[src/common/fas_pkg.sv]
// Purpose: Shared constants for the fault and address space select block
// Assumes: Avalon-MM slave with 32-bit data, word aligned registers
// Notes: Offsets are byte addresses
package fas_pkg;
  localparam int PASID_W = 20;
  localparam logic [7:0] OFS_CTRL = 8'h00;
  localparam logic [7:0] OFS_GEN_CAP = 8'h04;
  localparam logic [7:0] OFS_XD_CAP = 8'h08;
  localparam logic [7:0] OFS_OP_CAP = 8'h0c;
  localparam logic [7:0] OFS_WQ_CFG = 8'h10;
  localparam logic [7:0] OFS_SWERR = 8'h14;
  localparam logic [7:0] OFS_SWERR_ADDR = 8'h18;
  localparam logic [7:0] OFS_IRQ_STAT = 8'h1c;
  localparam logic [7:0] OFS_IRQ_MASK = 8'h20;
  // Control register bits
  localparam int CTRL_PRS_EN = 0;
  localparam int CTRL_PASID_EN = 1;
  localparam int CTRL_EVLOG_EN = 2;
  localparam int CTRL_WQ_PRS_DIS = 3;
  localparam int CTRL_WQ_SHARED = 4;
  // Interrupt status bits
  localparam int IRQ_EVLOG = 0;
  localparam int IRQ_SWERR = 1;
  localparam int IRQ_PARTIAL = 2;
  localparam int IRQ_W = 3;
  localparam int GEN_XD_BIT = 0;
  localparam logic [31:0] XD_CAP_VAL = 32'h0000_0002;
  localparam logic [31:0] OP_CAP_VAL = 32'h0000_0001;
  // Completion status codes
  localparam logic [1:0] ST_OK = 2'h1;
  localparam logic [1:0] ST_PARTIAL = 2'h2;
  localparam logic [1:0] ST_XD_ERR = 2'h3;
endpackage

[src/verilog/fas_pasid_sel.sv]
// Purpose: Picks the PASID that tags one address class
// Assumes: Permission result valid with the request
// Notes: Pure combinational select
`timescale 1ns/10ps
module fas_pasid_sel #(
  parameter int W = 20
) (
  input wire logic pasid_en, // PASID capability on
  input wire logic alt_sel, // Descriptor asks for alternate space
  input wire logic perm_ok, // Submitter permitted
  input wire logic [W-1:0] desc_pasid, // Descriptor PASID
  input wire logic [W-1:0] alt_pasid, // Requested access PASID
  output logic tag_valid, // PASID carried on the request
  output logic [W-1:0] tag_pasid // PASID to carry
);
  // Alternate only when enabled and permitted, else descriptor PASID
  always_comb begin
    tag_valid = pasid_en; // RULE9
    tag_pasid = (pasid_en && alt_sel && perm_ok) ? alt_pasid : desc_pasid; // RULE14 RULE15
  end
endmodule

[src/verilog/fas_top.sv]
// Operation
// RULE1: Page requests off when link enable is 0 or queue disable is 1.
// RULE2: Wait-on-fault 0 turns page requests off for source and destination only.
// RULE3: Completion record fault goes to event log if enabled, else software log.
// RULE4: Event log fault completes descriptor with record address and contents.
// RULE5: Software log holds one error; descriptor not completed, no progress kept.
// RULE6: Other address fault halts, writes partial status, address and progress.
// RULE7: Default PASID from descriptor on shared queue, from config on dedicated.
// RULE8: Accesses tagged with descriptor PASID unless access PASID applies.
// RULE9: With PASID off no PASID is carried; requester ID identifies space.
// RULE10: Cross-domain operations allowed only with PASID enabled.
// RULE11: General capability bit shows support; cross-domain register reports details.
// RULE12: Software uses cross-domain op codes only when capability supported.
// RULE13: With PASID on, source, destination or both may use alternate space.
// RULE14: Without alternate selection the descriptor PASID tags that address.
// RULE15: Permitted alternate selection tags that address with the access PASID.
// RULE16: Completion record, interrupts and permission checks use descriptor PASID.
// RULE17: Owner window reachable only with owner PASID as access PASID.
// RULE18: Up to two access PASIDs plus the descriptor PASID per operation.
// RULE19: With page requests on, faulting descriptor waits for the response.
// Purpose: Fault routing and address space selection for one work queue
// Assumes: Descriptor and fault inputs are same-clock logic
// Notes: Registers reached over Avalon-MM with waitrequest
`timescale 1ns/10ps
module fas_top #(
  parameter int PW = fas_pkg::PASID_W,
  parameter logic [31:0] GEN_CAP_VAL = 32'h0000_0001 // Cross-domain supported
) (
  input wire logic clock, // 250 MHz clock
  input wire logic reset_n, // Async reset, active low
  input wire logic [7:0] avs_address, // Byte address
  input wire logic avs_read, // Read request
  input wire logic avs_write, // Write request
  input wire logic [31:0] avs_writedata, // Write data
  input wire logic [3:0] avs_byteenable, // Byte enables
  output logic [31:0] avs_readdata, // Read data
  output logic avs_waitrequest, // Stall
  output logic irq, // Level interrupt
  input wire logic desc_valid, // Descriptor offered
  input wire logic [PW-1:0] desc_pasid_in, // PASID carried by descriptor
  input wire logic desc_wait_fault, // Wait-on-fault flag
  input wire logic desc_xd, // Cross-domain operation
  input wire logic desc_src_alt, // Source uses alternate space
  input wire logic desc_dst_alt, // Destination uses alternate space
  input wire logic [PW-1:0] src_access_pasid, // Source access PASID
  input wire logic [PW-1:0] dst_access_pasid, // Destination access PASID
  input wire logic src_perm_ok, // Source permission check passed
  input wire logic dst_perm_ok, // Destination permission check passed
  input wire logic src_window, // Source falls in owner window
  input wire logic dst_window, // Destination falls in owner window
  input wire logic [PW-1:0] src_owner_pasid, // Owner of source window
  input wire logic [PW-1:0] dst_owner_pasid, // Owner of destination window
  output logic desc_ready, // Descriptor accepted
  output logic src_prs_en, // Page requests allowed for source
  output logic dst_prs_en, // Page requests allowed for destination
  output logic other_prs_en, // Page requests allowed for other addresses
  output logic src_tag_valid, // Source carries PASID
  output logic [PW-1:0] src_tag_pasid, // Source PASID tag
  output logic dst_tag_valid, // Destination carries PASID
  output logic [PW-1:0] dst_tag_pasid, // Destination PASID tag
  output logic cr_tag_valid, // Completion record carries PASID
  output logic [PW-1:0] cr_tag_pasid, // Completion record and interrupt PASID
  input wire logic fault_valid, // Translation fault pulse
  input wire logic fault_is_cr, // Fault on completion record address
  input wire logic fault_is_buf, // Fault on source or destination buffer
  input wire logic [63:0] fault_addr, // Faulting address
  input wire logic [31:0] fault_progress, // Bytes done before fault
  input wire logic [63:0] cr_addr, // Completion record address
  output logic prs_req, // Page request pulse
  input wire logic prs_resp, // Page request response pulse
  output logic evlog_wr, // Event log write pulse
  output logic [63:0] evlog_addr, // Logged record address
  output logic [31:0] evlog_data, // Logged record contents
  output logic cr_wr, // Completion record write pulse
  output logic [1:0] cr_status, // Completion status
  output logic [63:0] cr_fault_addr, // Faulting address in record
  output logic [31:0] cr_progress, // Progress in record
  output logic busy // Descriptor in flight
);
  localparam int IRQ_W_C = fas_pkg::IRQ_W;
  typedef enum logic [1:0] {FAS_IDLE, FAS_RUN, FAS_WAIT_PRS} fas_state_e;
  typedef struct packed {
    fas_state_e state;
    logic [4:0] ctrl;
    logic [PW-1:0] wq_pasid;
    logic [PW-1:0] cur_pasid;
    logic wait_fault;
    logic swerr_valid;
    logic [63:0] swerr_addr;
    logic [IRQ_W_C-1:0] irq_stat;
    logic [IRQ_W_C-1:0] irq_mask;
    logic [31:0] rdata;
    logic ack;
    logic prs_req;
    logic evlog_wr;
    logic [63:0] evlog_addr;
    logic [31:0] evlog_data;
    logic cr_wr;
    logic [1:0] cr_status;
    logic [63:0] cr_fault_addr;
    logic [31:0] cr_progress;
  } fas_state_s;

  fas_state_s cur_ff;
  fas_state_s nxt_ff;
  logic [1:0] rst_sync_ff; // Apart from the state, it runs before the internal reset lifts
  logic rst_n;
  logic pasid_on;
  logic prs_global;
  logic [PW-1:0] dflt_pasid;
  logic acc;
  logic [31:0] wmask;
  logic src_alt_ok;
  logic dst_alt_ok;

  // Reset release through two flip-flops
  always_ff @(posedge clock or negedge reset_n) begin
    if (!reset_n) begin
      rst_sync_ff <= 2'h0;
    end else begin
      rst_sync_ff <= {rst_sync_ff[0], 1'b1};
    end
  end
  assign rst_n = rst_sync_ff[1];

  // Derived enables
  assign pasid_on = cur_ff.ctrl[fas_pkg::CTRL_PASID_EN];
  assign prs_global = cur_ff.ctrl[fas_pkg::CTRL_PRS_EN] &&
                      !cur_ff.ctrl[fas_pkg::CTRL_WQ_PRS_DIS]; // RULE1
  assign dflt_pasid = cur_ff.ctrl[fas_pkg::CTRL_WQ_SHARED] ? desc_pasid_in
                      : cur_ff.wq_pasid; // RULE7
  assign acc = (avs_read || avs_write) && !cur_ff.ack;
  assign wmask = {{8{avs_byteenable[3]}}, {8{avs_byteenable[2]}},
                  {8{avs_byteenable[1]}}, {8{avs_byteenable[0]}}};
  // Alternate space only with PASID on and, in a window, only as owner
  assign src_alt_ok = src_perm_ok && (!src_window ||
                      src_owner_pasid == src_access_pasid); // RULE17
  assign dst_alt_ok = dst_perm_ok && (!dst_window ||
                      dst_owner_pasid == dst_access_pasid); // RULE17

  // Next state
  always_comb begin
    nxt_ff = cur_ff;
    nxt_ff.ack = acc;
    nxt_ff.prs_req = 1'b0;
    nxt_ff.evlog_wr = 1'b0;
    nxt_ff.cr_wr = 1'b0;
    // Register reads
    if (acc && avs_read) begin
      unique case (avs_address)
        fas_pkg::OFS_CTRL: nxt_ff.rdata = {27'h0, cur_ff.ctrl};
        fas_pkg::OFS_GEN_CAP: nxt_ff.rdata = GEN_CAP_VAL; // RULE11
        fas_pkg::OFS_XD_CAP: nxt_ff.rdata = GEN_CAP_VAL[fas_pkg::GEN_XD_BIT] ?
                                           fas_pkg::XD_CAP_VAL : 32'h0; // RULE11
        fas_pkg::OFS_OP_CAP: nxt_ff.rdata = GEN_CAP_VAL[fas_pkg::GEN_XD_BIT] ?
                                           fas_pkg::OP_CAP_VAL : 32'h0; // RULE11
        fas_pkg::OFS_WQ_CFG: nxt_ff.rdata = 32'(cur_ff.wq_pasid);
        fas_pkg::OFS_SWERR: nxt_ff.rdata = {31'h0, cur_ff.swerr_valid};
        fas_pkg::OFS_SWERR_ADDR: nxt_ff.rdata = cur_ff.swerr_addr[31:0];
        fas_pkg::OFS_IRQ_STAT: nxt_ff.rdata = 32'(cur_ff.irq_stat);
        fas_pkg::OFS_IRQ_MASK: nxt_ff.rdata = 32'(cur_ff.irq_mask);
        default: nxt_ff.rdata = 32'h0;
      endcase
    end
    // Register writes
    if (acc && avs_write) begin
      unique case (avs_address)
        fas_pkg::OFS_CTRL: nxt_ff.ctrl = (cur_ff.ctrl & ~wmask[4:0]) |
                                         (avs_writedata[4:0] & wmask[4:0]);
        fas_pkg::OFS_WQ_CFG: nxt_ff.wq_pasid = (cur_ff.wq_pasid & ~wmask[PW-1:0]) |
                                              (avs_writedata[PW-1:0] & wmask[PW-1:0]);
        fas_pkg::OFS_SWERR: if (avs_writedata[0] && avs_byteenable[0]) begin
          nxt_ff.swerr_valid = 1'b0;
        end
        fas_pkg::OFS_IRQ_STAT: nxt_ff.irq_stat = cur_ff.irq_stat &
                                                ~avs_writedata[IRQ_W_C-1:0];
        fas_pkg::OFS_IRQ_MASK: nxt_ff.irq_mask = avs_writedata[IRQ_W_C-1:0];
        default: ;
      endcase
    end
    // Descriptor flow
    unique case (cur_ff.state)
      FAS_IDLE: begin
        if (desc_valid) begin
          nxt_ff.cur_pasid = dflt_pasid;
          nxt_ff.wait_fault = desc_wait_fault;
          if (desc_xd && !pasid_on) begin
            nxt_ff.cr_wr = 1'b1; // RULE10
            nxt_ff.cr_status = fas_pkg::ST_XD_ERR;
          end else begin
            nxt_ff.state = FAS_RUN;
          end
        end
      end
      FAS_RUN: begin
        if (fault_valid) begin
          if ((fault_is_buf ? (prs_global && cur_ff.wait_fault) : prs_global)) begin
            nxt_ff.prs_req = 1'b1;
            nxt_ff.state = FAS_WAIT_PRS; // RULE19
          end else if (fault_is_cr) begin
            if (cur_ff.ctrl[fas_pkg::CTRL_EVLOG_EN]) begin
              nxt_ff.evlog_wr = 1'b1; // RULE3 RULE4
              nxt_ff.evlog_addr = cr_addr;
              nxt_ff.evlog_data = {30'h0, fas_pkg::ST_OK};
              nxt_ff.irq_stat[fas_pkg::IRQ_EVLOG] = 1'b1;
            end else begin
              if (!cur_ff.swerr_valid) begin
                nxt_ff.swerr_addr = cr_addr; // RULE5
              end
              nxt_ff.swerr_valid = 1'b1; // RULE3
              nxt_ff.irq_stat[fas_pkg::IRQ_SWERR] = 1'b1;
            end
            nxt_ff.state = FAS_IDLE;
          end else begin
            nxt_ff.cr_wr = 1'b1; // RULE6
            nxt_ff.cr_status = fas_pkg::ST_PARTIAL;
            nxt_ff.cr_fault_addr = fault_addr;
            nxt_ff.cr_progress = fault_progress;
            nxt_ff.irq_stat[fas_pkg::IRQ_PARTIAL] = 1'b1;
            nxt_ff.state = FAS_IDLE;
          end
        end else begin
          nxt_ff.cr_wr = 1'b1;
          nxt_ff.cr_status = fas_pkg::ST_OK;
          nxt_ff.cr_progress = 32'h0;
          nxt_ff.state = FAS_IDLE;
        end
      end
      FAS_WAIT_PRS: begin
        if (prs_resp) begin
          nxt_ff.state = FAS_RUN;
        end
      end
      default: nxt_ff.state = FAS_IDLE;
    endcase
  end

  // State register; sync flops kept in their own process
  always_ff @(posedge clock or negedge rst_n) begin
    if (!rst_n) begin
      cur_ff.state <= FAS_IDLE;
      cur_ff.ctrl <= 5'h0;
      cur_ff.wq_pasid <= '0;
      cur_ff.cur_pasid <= '0;
      cur_ff.wait_fault <= 1'b0;
      cur_ff.swerr_valid <= 1'b0;
      cur_ff.swerr_addr <= 64'h0;
      cur_ff.irq_stat <= '0;
      cur_ff.irq_mask <= '0;
      cur_ff.rdata <= 32'h0;
      cur_ff.ack <= 1'b0;
      cur_ff.prs_req <= 1'b0;
      cur_ff.evlog_wr <= 1'b0;
      cur_ff.evlog_addr <= 64'h0;
      cur_ff.evlog_data <= 32'h0;
      cur_ff.cr_wr <= 1'b0;
      cur_ff.cr_status <= 2'h0;
      cur_ff.cr_fault_addr <= 64'h0;
      cur_ff.cr_progress <= 32'h0;
    end else begin
      cur_ff.state <= nxt_ff.state;
      cur_ff.ctrl <= nxt_ff.ctrl;
      cur_ff.wq_pasid <= nxt_ff.wq_pasid;
      cur_ff.cur_pasid <= nxt_ff.cur_pasid;
      cur_ff.wait_fault <= nxt_ff.wait_fault;
      cur_ff.swerr_valid <= nxt_ff.swerr_valid;
      cur_ff.swerr_addr <= nxt_ff.swerr_addr;
      cur_ff.irq_stat <= nxt_ff.irq_stat;
      cur_ff.irq_mask <= nxt_ff.irq_mask;
      cur_ff.rdata <= nxt_ff.rdata;
      cur_ff.ack <= nxt_ff.ack;
      cur_ff.prs_req <= nxt_ff.prs_req;
      cur_ff.evlog_wr <= nxt_ff.evlog_wr;
      cur_ff.evlog_addr <= nxt_ff.evlog_addr;
      cur_ff.evlog_data <= nxt_ff.evlog_data;
      cur_ff.cr_wr <= nxt_ff.cr_wr;
      cur_ff.cr_status <= nxt_ff.cr_status;
      cur_ff.cr_fault_addr <= nxt_ff.cr_fault_addr;
      cur_ff.cr_progress <= nxt_ff.cr_progress;
    end
  end

  // Bus and event outputs
  assign avs_waitrequest = (avs_read || avs_write) && !cur_ff.ack;
  assign avs_readdata = cur_ff.rdata;
  assign irq = |(cur_ff.irq_stat & cur_ff.irq_mask);
  assign desc_ready = (cur_ff.state == FAS_IDLE);
  assign busy = (cur_ff.state != FAS_IDLE);
  assign prs_req = cur_ff.prs_req;
  assign evlog_wr = cur_ff.evlog_wr;
  assign evlog_addr = cur_ff.evlog_addr;
  assign evlog_data = cur_ff.evlog_data;
  assign cr_wr = cur_ff.cr_wr;
  assign cr_status = cur_ff.cr_status;
  assign cr_fault_addr = cur_ff.cr_fault_addr;
  assign cr_progress = cur_ff.cr_progress;

  // Page request enables per address class
  assign other_prs_en = prs_global; // RULE1
  assign src_prs_en = prs_global && cur_ff.wait_fault; // RULE2
  assign dst_prs_en = prs_global && cur_ff.wait_fault; // RULE2

  // Completion record and interrupts always use descriptor PASID
  assign cr_tag_valid = pasid_on; // RULE9 RULE16
  assign cr_tag_pasid = cur_ff.cur_pasid; // RULE16 RULE8

  // Source and destination tags, two access PASIDs at most
  fas_pasid_sel #(.W(PW)) u_src_sel (
    .pasid_en(pasid_on),
    .alt_sel(desc_src_alt), // RULE13
    .perm_ok(src_alt_ok),
    .desc_pasid(cur_ff.cur_pasid),
    .alt_pasid(src_access_pasid), // RULE18
    .tag_valid(src_tag_valid),
    .tag_pasid(src_tag_pasid)
  );
  fas_pasid_sel #(.W(PW)) u_dst_sel (
    .pasid_en(pasid_on),
    .alt_sel(desc_dst_alt), // RULE13
    .perm_ok(dst_alt_ok),
    .desc_pasid(cur_ff.cur_pasid),
    .alt_pasid(dst_access_pasid), // RULE18
    .tag_valid(dst_tag_valid),
    .tag_pasid(dst_tag_pasid)
  );
endmodule

[config.mk]
export PLATFORM = sky130hd
export DESIGN_NAME = fas_top
export DESIGN_NICKNAME = d
export VERILOG_FILES = /design/src/common/fas_pkg.sv /design/src/verilog/fas_pasid_sel.sv /design/src/verilog/fas_top.sv
export SDC_FILE = /design/constraint.sdc
export NUM_CORES = 1
export LEC_CHECK = 0
export BUFFER_PORTS_ARGS = -buffer_cell sky130_fd_sc_hd__buf_2
export CAP_MARGIN = 40
export CORE_AREA = 3 3 240 242
export CTS_CLUSTER_SIZE = 20
export DETAILED_ROUTE_END_ITERATION = 8
export DIE_AREA = 0 0 243 245
export GPL_TIMING_DRIVEN = 0
export MAX_ROUTING_LAYER = met4
export SYNTH_ARGS = -nofsm -noshare
export SYNTH_HDL_FRONTEND = slang
export SYNTH_SLANG_ARGS = --single-unit
[constraint.sdc]
create_clock -name clock -period 16.4 [get_ports clock]
set_clock_uncertainty 0.15 [all_clocks]
set_input_delay 3.28 -clock clock [delete_from_list [all_inputs] [get_ports clock]]
set_output_delay 3.28 -clock clock [all_outputs]
set_load 0.05 [all_outputs]
==> summary.txt, run 1 <==
Run status
  • Run status: finished clean

GRT
  • Overall Global Routing Usage: 0.193
  • GRT overflow: 0
  • First-pass GRT wire length: 86200 um
  • Largest net degree at the start of global routing: 64
  • Initial antenna violation count: 8
  • Vias in the first global route: 14.2k

Synthesis
  • Sequential area share after synthesis: 0.471
  • Synth area leader: dfrtp_1
  • Ys async rst share: 1.00
  • Post-synth EDFFs: 0
  • Mapped Cells: 1567
  • Post-Syn Area per Cell: 9.76 um2
  • #FFs+latches synth: 288
  • Synth area leaders: dfrtp_1 47%, buf_4 12%, nand2_1 9.0%, mux2_2 8.5%, o311ai_0 2.3%
  • Top_reg_cell synth: dfrtp_1
  • Synthesized cell area: 0.0153 mm2
  • Yosys cell types: 45
  • Yosys top cell area share: 0.471
  • Synth warnings: 0

Finish
  • Area growth, synth to finish: 34.4%
  • Layout cell share with drive strength beyond 1: 0.458
  • Final core occ: 0.372
  • Nets: 2535

Floorplanning
  • Core area: 0.0553 mm2
  • Num ports: 620
  • Rows: 86
  • Die ar.: 0.0595 mm2
  • Initial core utilization: 0.277
  • DIE HEIGHT: 245 um
  • Die Wd: 243 um

CTS
  • Cts hold-fix bufs: 0
  • Clock transition at path regs: 0.06 ns
  • Post-CTS resize count: 0
  • CTS Sinks: 288
  • Post-CTS Setup Bufs: 0
  • Root buffer cell: clkbuf_16
  • Longest Clk Path Bufs: 3
  • TritonCTS clock tree: built
  • Num CTS Buffers: 34
  • Htree depth: 2
  • Worst skew pair latency: 0.52 ns

Power
  • Power per cell area: 114 mW/mm2
  • Static Leak: 10.8 nW
  • Tot Pwr: 2.34 mW
  • Max VDD drop: 115 uV

Run
  • Max-Cap Viols: 0

Timing
  • Tcrit/Tclk final: 0.573
  • Slew @ Worst Pin: 0.932 ns
  • Slew headroom: 0.371
  • Fin. Hold Viols: 0
  • Unrepaired setup endpoints after global routing: false
  • Maximum clock frequency: 106 MHz
  • Final WS setup: 7.00 ns
  • Slew Viols, Final: 0
  • Worst Hold Margin: 0.210 ns
  • Setup-failing EPs final: 0
  • Sum Neg Setup Slack: 0 ns
  • Post-layout min period: 9.40 ns

Critical path
  • Max incr delay on CP: 0.87 ns
  • WS Path Type: in2out
  • Reg2reg setup slack: 13.45 ns
  • R2R Path End: evlog_addr[12]$_DFFE_PN0P_
  • CP max-delay cell: o311ai_0
  • Critical path capture point type: output pin
  • Crit-path most repeated cell: buf_2
  • Critical Path RT: 12.97 ns
  • Largest fanout on the critical path: 10
  • WP buf/inv: 3
  • Crit path cell chain: buf_2 -> xor2_1 -> nor4_1 -> nand3_1 -> clkbuf_1 -> o311ai_0 -> buf_2
  • Startpoint Class: primary input
  • Cell family with most CP delay: buffers and inverters
  • R2R cell count: 8
  • Arrival @ worst endpoint: 5.97 ns

Route
  • Via count: 13.6k
  • DRC viols: 0
  • Met3 Routed Length: 3580 um
  • Final WL: 57900 um
  • WL met1: 23700 um
  • Final ANT Viol Nets: 0
  • Drt wl/cell: 19.3 um
  • Initial DRC count: 580
  • Vias per cell: 4.52
  • Met2 Wirelength: 29100 um
  • Top sig layer: met4
  • DR pass1 iterations: 5

Worst hold path
  • Worst hold path type: reg2reg
  • Hold EP: rst_sync_ff[1]$_DFF_PN0_
  • WHS Path Cells: 0
  • Hold_sp: rst_sync_ff[0]$_DFF_PN0_

Placement
  • HPWL Detailed: 46600 um
  • Dpl ws: 7.03 ns
  • PortBufs: 573
  • GP Congestion: 0.976
[cells in the final DEF, fill, tap and decap left out, types with 4 or more instances in the layout]
cell	n
buf_4	251
nor4_1	13
mux2_2	116
nor2_1	30
o21ai_0	34
xor2_1	40
clkbuf_16	34
nand2_1	366
nand3_1	47
a22o_1	32
conb_1	32
clkinv_2	4
a22oi_1	19
dfrtp_1	287
buf_1	12
diode_2	8
nor2b_1	7
o311ai_0	40
clkbuf_1	73
a21oi_1	30
bufinv_16	4
nand3b_1	42
mux2_1	12
buf_2	588
buf_16	4
inv_1	9
clkbuf_8	9
nand2b_1	4
a31oi_1	41
mux2i_1	23
[through the flow]
stage	cell area, um2	std cells
floorplan	15400	1597
global placement	19200	2918
detailed placement	19300	2926
CTS	20500	2988
global route	20600	2995
finish	20600	2996
[logic make-up after synthesis]
family                 count (synthesis)  share of synthesized area
AND/OR/NAND/NOR                      526                      0.152
buffers and inverters                355                      0.150
flip-flops                           288                      0.471
AO/OA/AOI/OAI                        205                     0.0934
multiplexers                         151                      0.109
XOR/XNOR                              40                     0.0229
other                                  2                   0.000491
[synthesized netlist by cell type (30+ instances only)]
library cell and count:
nand3b_1 42, dfrtp_1 288, a31oi_1 41, xor2_1 40
buf_4 251, clkbuf_1 69, nand3_1 47, mux2_2 116
o21ai_0 34, nand2_1 366, a21oi_1 30, nor2_1 30
o311ai_0 40, a22o_1 32
[layer usage]
layer / global-route usage / vias to the layer above
met3: 0.0418 / 76
met5: - / -
li1: - / 6373
met2: 0.334 / 521
met4: 0.0554 / 0
met1: 0.227 / 6582
[report_power, final]
part | switching [mW] | leakage (nW) | internal (mW)
sequential | 0.0695 | 3.77 | 0.796
combinational | 0.437 | 6.46 | 0.234
clock | 0.310 | 0.589 | 0.489
total | 0.817 | 10.8 | 1.52
[worst max-delay path by stage]
stage                                        start                      endpoint  slack [ns]  cells past startpoint
after floorplan                 dst_owner_pasid[3]              dst_tag_pasid[0]        7.08                      5
after global placement    rst_sync_ff[1]$_DFF_PN0_  cr_tag_pasid[15]$_DFFE_PN0P_        4.23                      0
after detailed placement      src_access_pasid[15]              src_tag_pasid[7]        7.03                      7
after CTS                     src_access_pasid[15]              src_tag_pasid[7]        7.03                      7
after global routing          src_access_pasid[15]              src_tag_pasid[7]        7.02                      7
final                         src_access_pasid[15]              src_tag_pasid[7]        7.00                      7
[registers in the layout (all words and copies together), names as in the netlist, named ones only]
signal         flops
cr_progress       32
evlog_addr        64
rst_sync_ff        2
prs_req            1
cur_ff            43
cr_wr              1
avs_readdata      32
cr_status          2
cr_fault_addr     64
evlog_data         1
evlog_wr           1
cr_tag_pasid      20
[area by class of cell]
| class | count | area, um2 |
|---|---|---|
| antenna | 8 | 20.0 |
| clock inverter | 15 | 208 |
| fill | 5695 | 34700 |
| inverter | 9 | 33.8 |
| timing repair buffer | 581 | 2990 |
| buffer | 346 | 2270 |
| multi-input combinational | 954 | 5900 |
| tap | 748 | 936 |
| clock buffer | 47 | 990 |
| sequential | 288 | 7210 |
(Power assumes the default switching activity.)
==> run 2, diff against run 1 <==
- CORE_AREA: 3 3 240 242 -> 3 3 241 243
- DIE_AREA: 0 0 243 245 -> 0 0 244 246
- clock period: 16.4 -> 8.4 ns (I/O delays scaled with it)
==> run 2 against run 1 <==
- combinational power up 96%
- utilization down 0.57 points
- flip-flop and latch count unchanged
- via count up 0.38%
- register-to-register slack worse by 7.9 ns
- die area up 0.82%
- critical path depth up 2
- critical endpoint is now src_tag_pasid[2]
- highest routed layer unchanged
==> summary.txt, run 2 (synthesis gave the netlist of run 1 again) <==
Run status
  • Run status: finished clean

GRT
  • Overall Global Routing Usage: 0.196
  • First-pass GRT wire length: 87500 um
  • Initial antenna violation count: 9
  • GRT overflow: 0
  • Vias in the first global route: 14.0k
  • Largest net degree at the start of global routing: 66

Route
  • Drt wl/cell: 19.7 um
  • Vias per cell: 4.52
  • Initial DRC count: 552
  • Final WL: 59300 um
  • DR pass1 iterations: 5
  • DRC viols: 0
  • Via count: 13.6k
  • Final ANT Viol Nets: 0

Timing
  • Fin. Hold Viols: 0
  • Slew @ Worst Pin: 0.828 ns
  • Maximum clock frequency: 161 MHz
  • Sum Neg Setup Slack: 0 ns
  • Unrepaired setup endpoints after global routing: false
  • Setup-failing EPs final: 0
  • Slew Viols, Final: 0
  • Post-layout min period: 6.23 ns
  • Slew headroom: 0.441
  • Tcrit/Tclk final: 0.742

Floorplanning
  • Initial core utilization: 0.272
  • DIE HEIGHT: 246 um
  • Die ar.: 0.0600 mm2
  • Rows: 87
  • Core area: 0.0562 mm2
  • Die Wd: 244 um
  • Num ports: 620

Placement
  • PortBufs: 573
  • HPWL Detailed: 48100 um
  • GP Congestion: 0.906
  • Inst Count DP: 2937
  • Post-placement cell area: 0.0194 mm2

CTS
  • Longest Clk Path Bufs: 3
  • Clock transition at path regs: 0.06 ns
  • Htree depth: 2
  • Num CTS Buffers: 34
  • Post-CTS Setup Bufs: 0
  • Post-CTS resize count: 0
  • Root buffer cell: clkbuf_16
  • CTS Sinks: 288
  • Worst skew pair latency: 0.52 ns
  • TritonCTS clock tree: built
  • Cts hold-fix bufs: 0

Critical path
  • Arrival @ worst endpoint: 4.40 ns
  • Startpoint Class: primary input
  • Largest fanout on the critical path: 10
  • WS Path Type: in2out
  • Critical path capture point type: output pin
  • R2R cell count: 9
  • Critical Path RT: 6.57 ns

Finish
  • Post-route cell area: 0.0206 mm2
  • Nets: 2538
  • Layout cell share with drive strength beyond 1: 0.457
  • Area of the multi-input gates: 0.00590 mm2
  • Post-Layout Cell Count: 3007
  • Storage element area: 0.00721 mm2
  • Final core occ: 0.366
  • Commonest non-fill, non-tap cell in the layout: buf_2
  • Fillcell total: 5822
  • Most frequent cells in the layout: 589 x buf_2, 366 x nand2_1, 287 x dfrtp_1, 252 x buf_4, 116 x mux2_2
  • Area growth, synth to finish: 34.4%
  • Biggest regs: cr_fault_addr (64), evlog_addr (64), cur_ff (43)

Power
  • Power per cell area: 219 mW/mm2
  • Max VDD drop: 189 uV
  • Static Leak: 10.8 nW
  • Tot Pwr: 4.50 mW

Run
  • Max-Cap Viols: 0

Worst hold path
  • Worst hold path type: reg2async
run 2: area by class of cell:
cell class,instances,area share
antenna,9,0.00110
clock inverter,7,0.00335
inverter,9,0.00164
tap,756,0.0460
clock buffer,54,0.0520
multi-input combinational,954,0.287
sequential,288,0.351
buffer,346,0.110
timing repair buffer,584,0.148
run 2: power by group:
part	switching, mW	total (mW)	internal [mW]
registers	0.130	1.68	1.55
clock network	0.593	1.50	0.906
logic	0.856	1.32	0.459
run 2: worst paths after layout:
| check | startpoint | end | slack [ns] |
|---|---|---|---|
| worst max-delay path | src_access_pasid[15] | src_tag_pasid[2] | 2.17 |
| worst min-delay path | rst_sync_ff[1]$_DFF_PN0_ | avs_readdata[24]$_DFFE_PN0P_ | 0.18 |
| worst max register to register | flip-flop | evlog_addr[12]$_DFFE_PN0P_ | 5.55 |
| worst min register to register | rst_sync_ff[1]$_DFF_PN0_ | avs_readdata[24]$_DFFE_PN0P_ | 0.18 |
| max in group asynchronous | rst_sync_ff[1]$_DFF_PN0_ | async pin | 6.67 |
| min in group clock | rst_sync_ff[0]$_DFF_PN0_ | rst_sync_ff[1]$_DFF_PN0_ | 0.21 |
run 2: per-layer routing:
metal | up-vias | wire length [um] | global-route usage
met2 | 502 | 30300 | 0.344
met1 | 6650 | 23900 | 0.226
met4 | 0 | 1440 | 0.0507
li1 | 6377 | - | -
met3 | 74 | 3660 | 0.0443
met5 | - | 0 | -
run 2: worst max-delay path: stages:
cell and delay (ns):
buf_2 0.14, xor2_1 0.15, nor4_1 0.29, clkdlybuf4s15_2 0.30
nand3_1 0.22, clkbuf_1 0.31, o311ai_0 0.76, buf_2 0.26
buf_2 0.27
run 2: metrics by stage:
stage          hold slack [ns]  setup slack [ns]
3_3_place_gp             0.187              1.34
4_1_cts                  0.206              2.17
6_report                 0.185              2.17
5_1_grt                  0.222              2.16
3_5_place_dp             0.199              2.18
2_1_floorplan            0.181              2.28
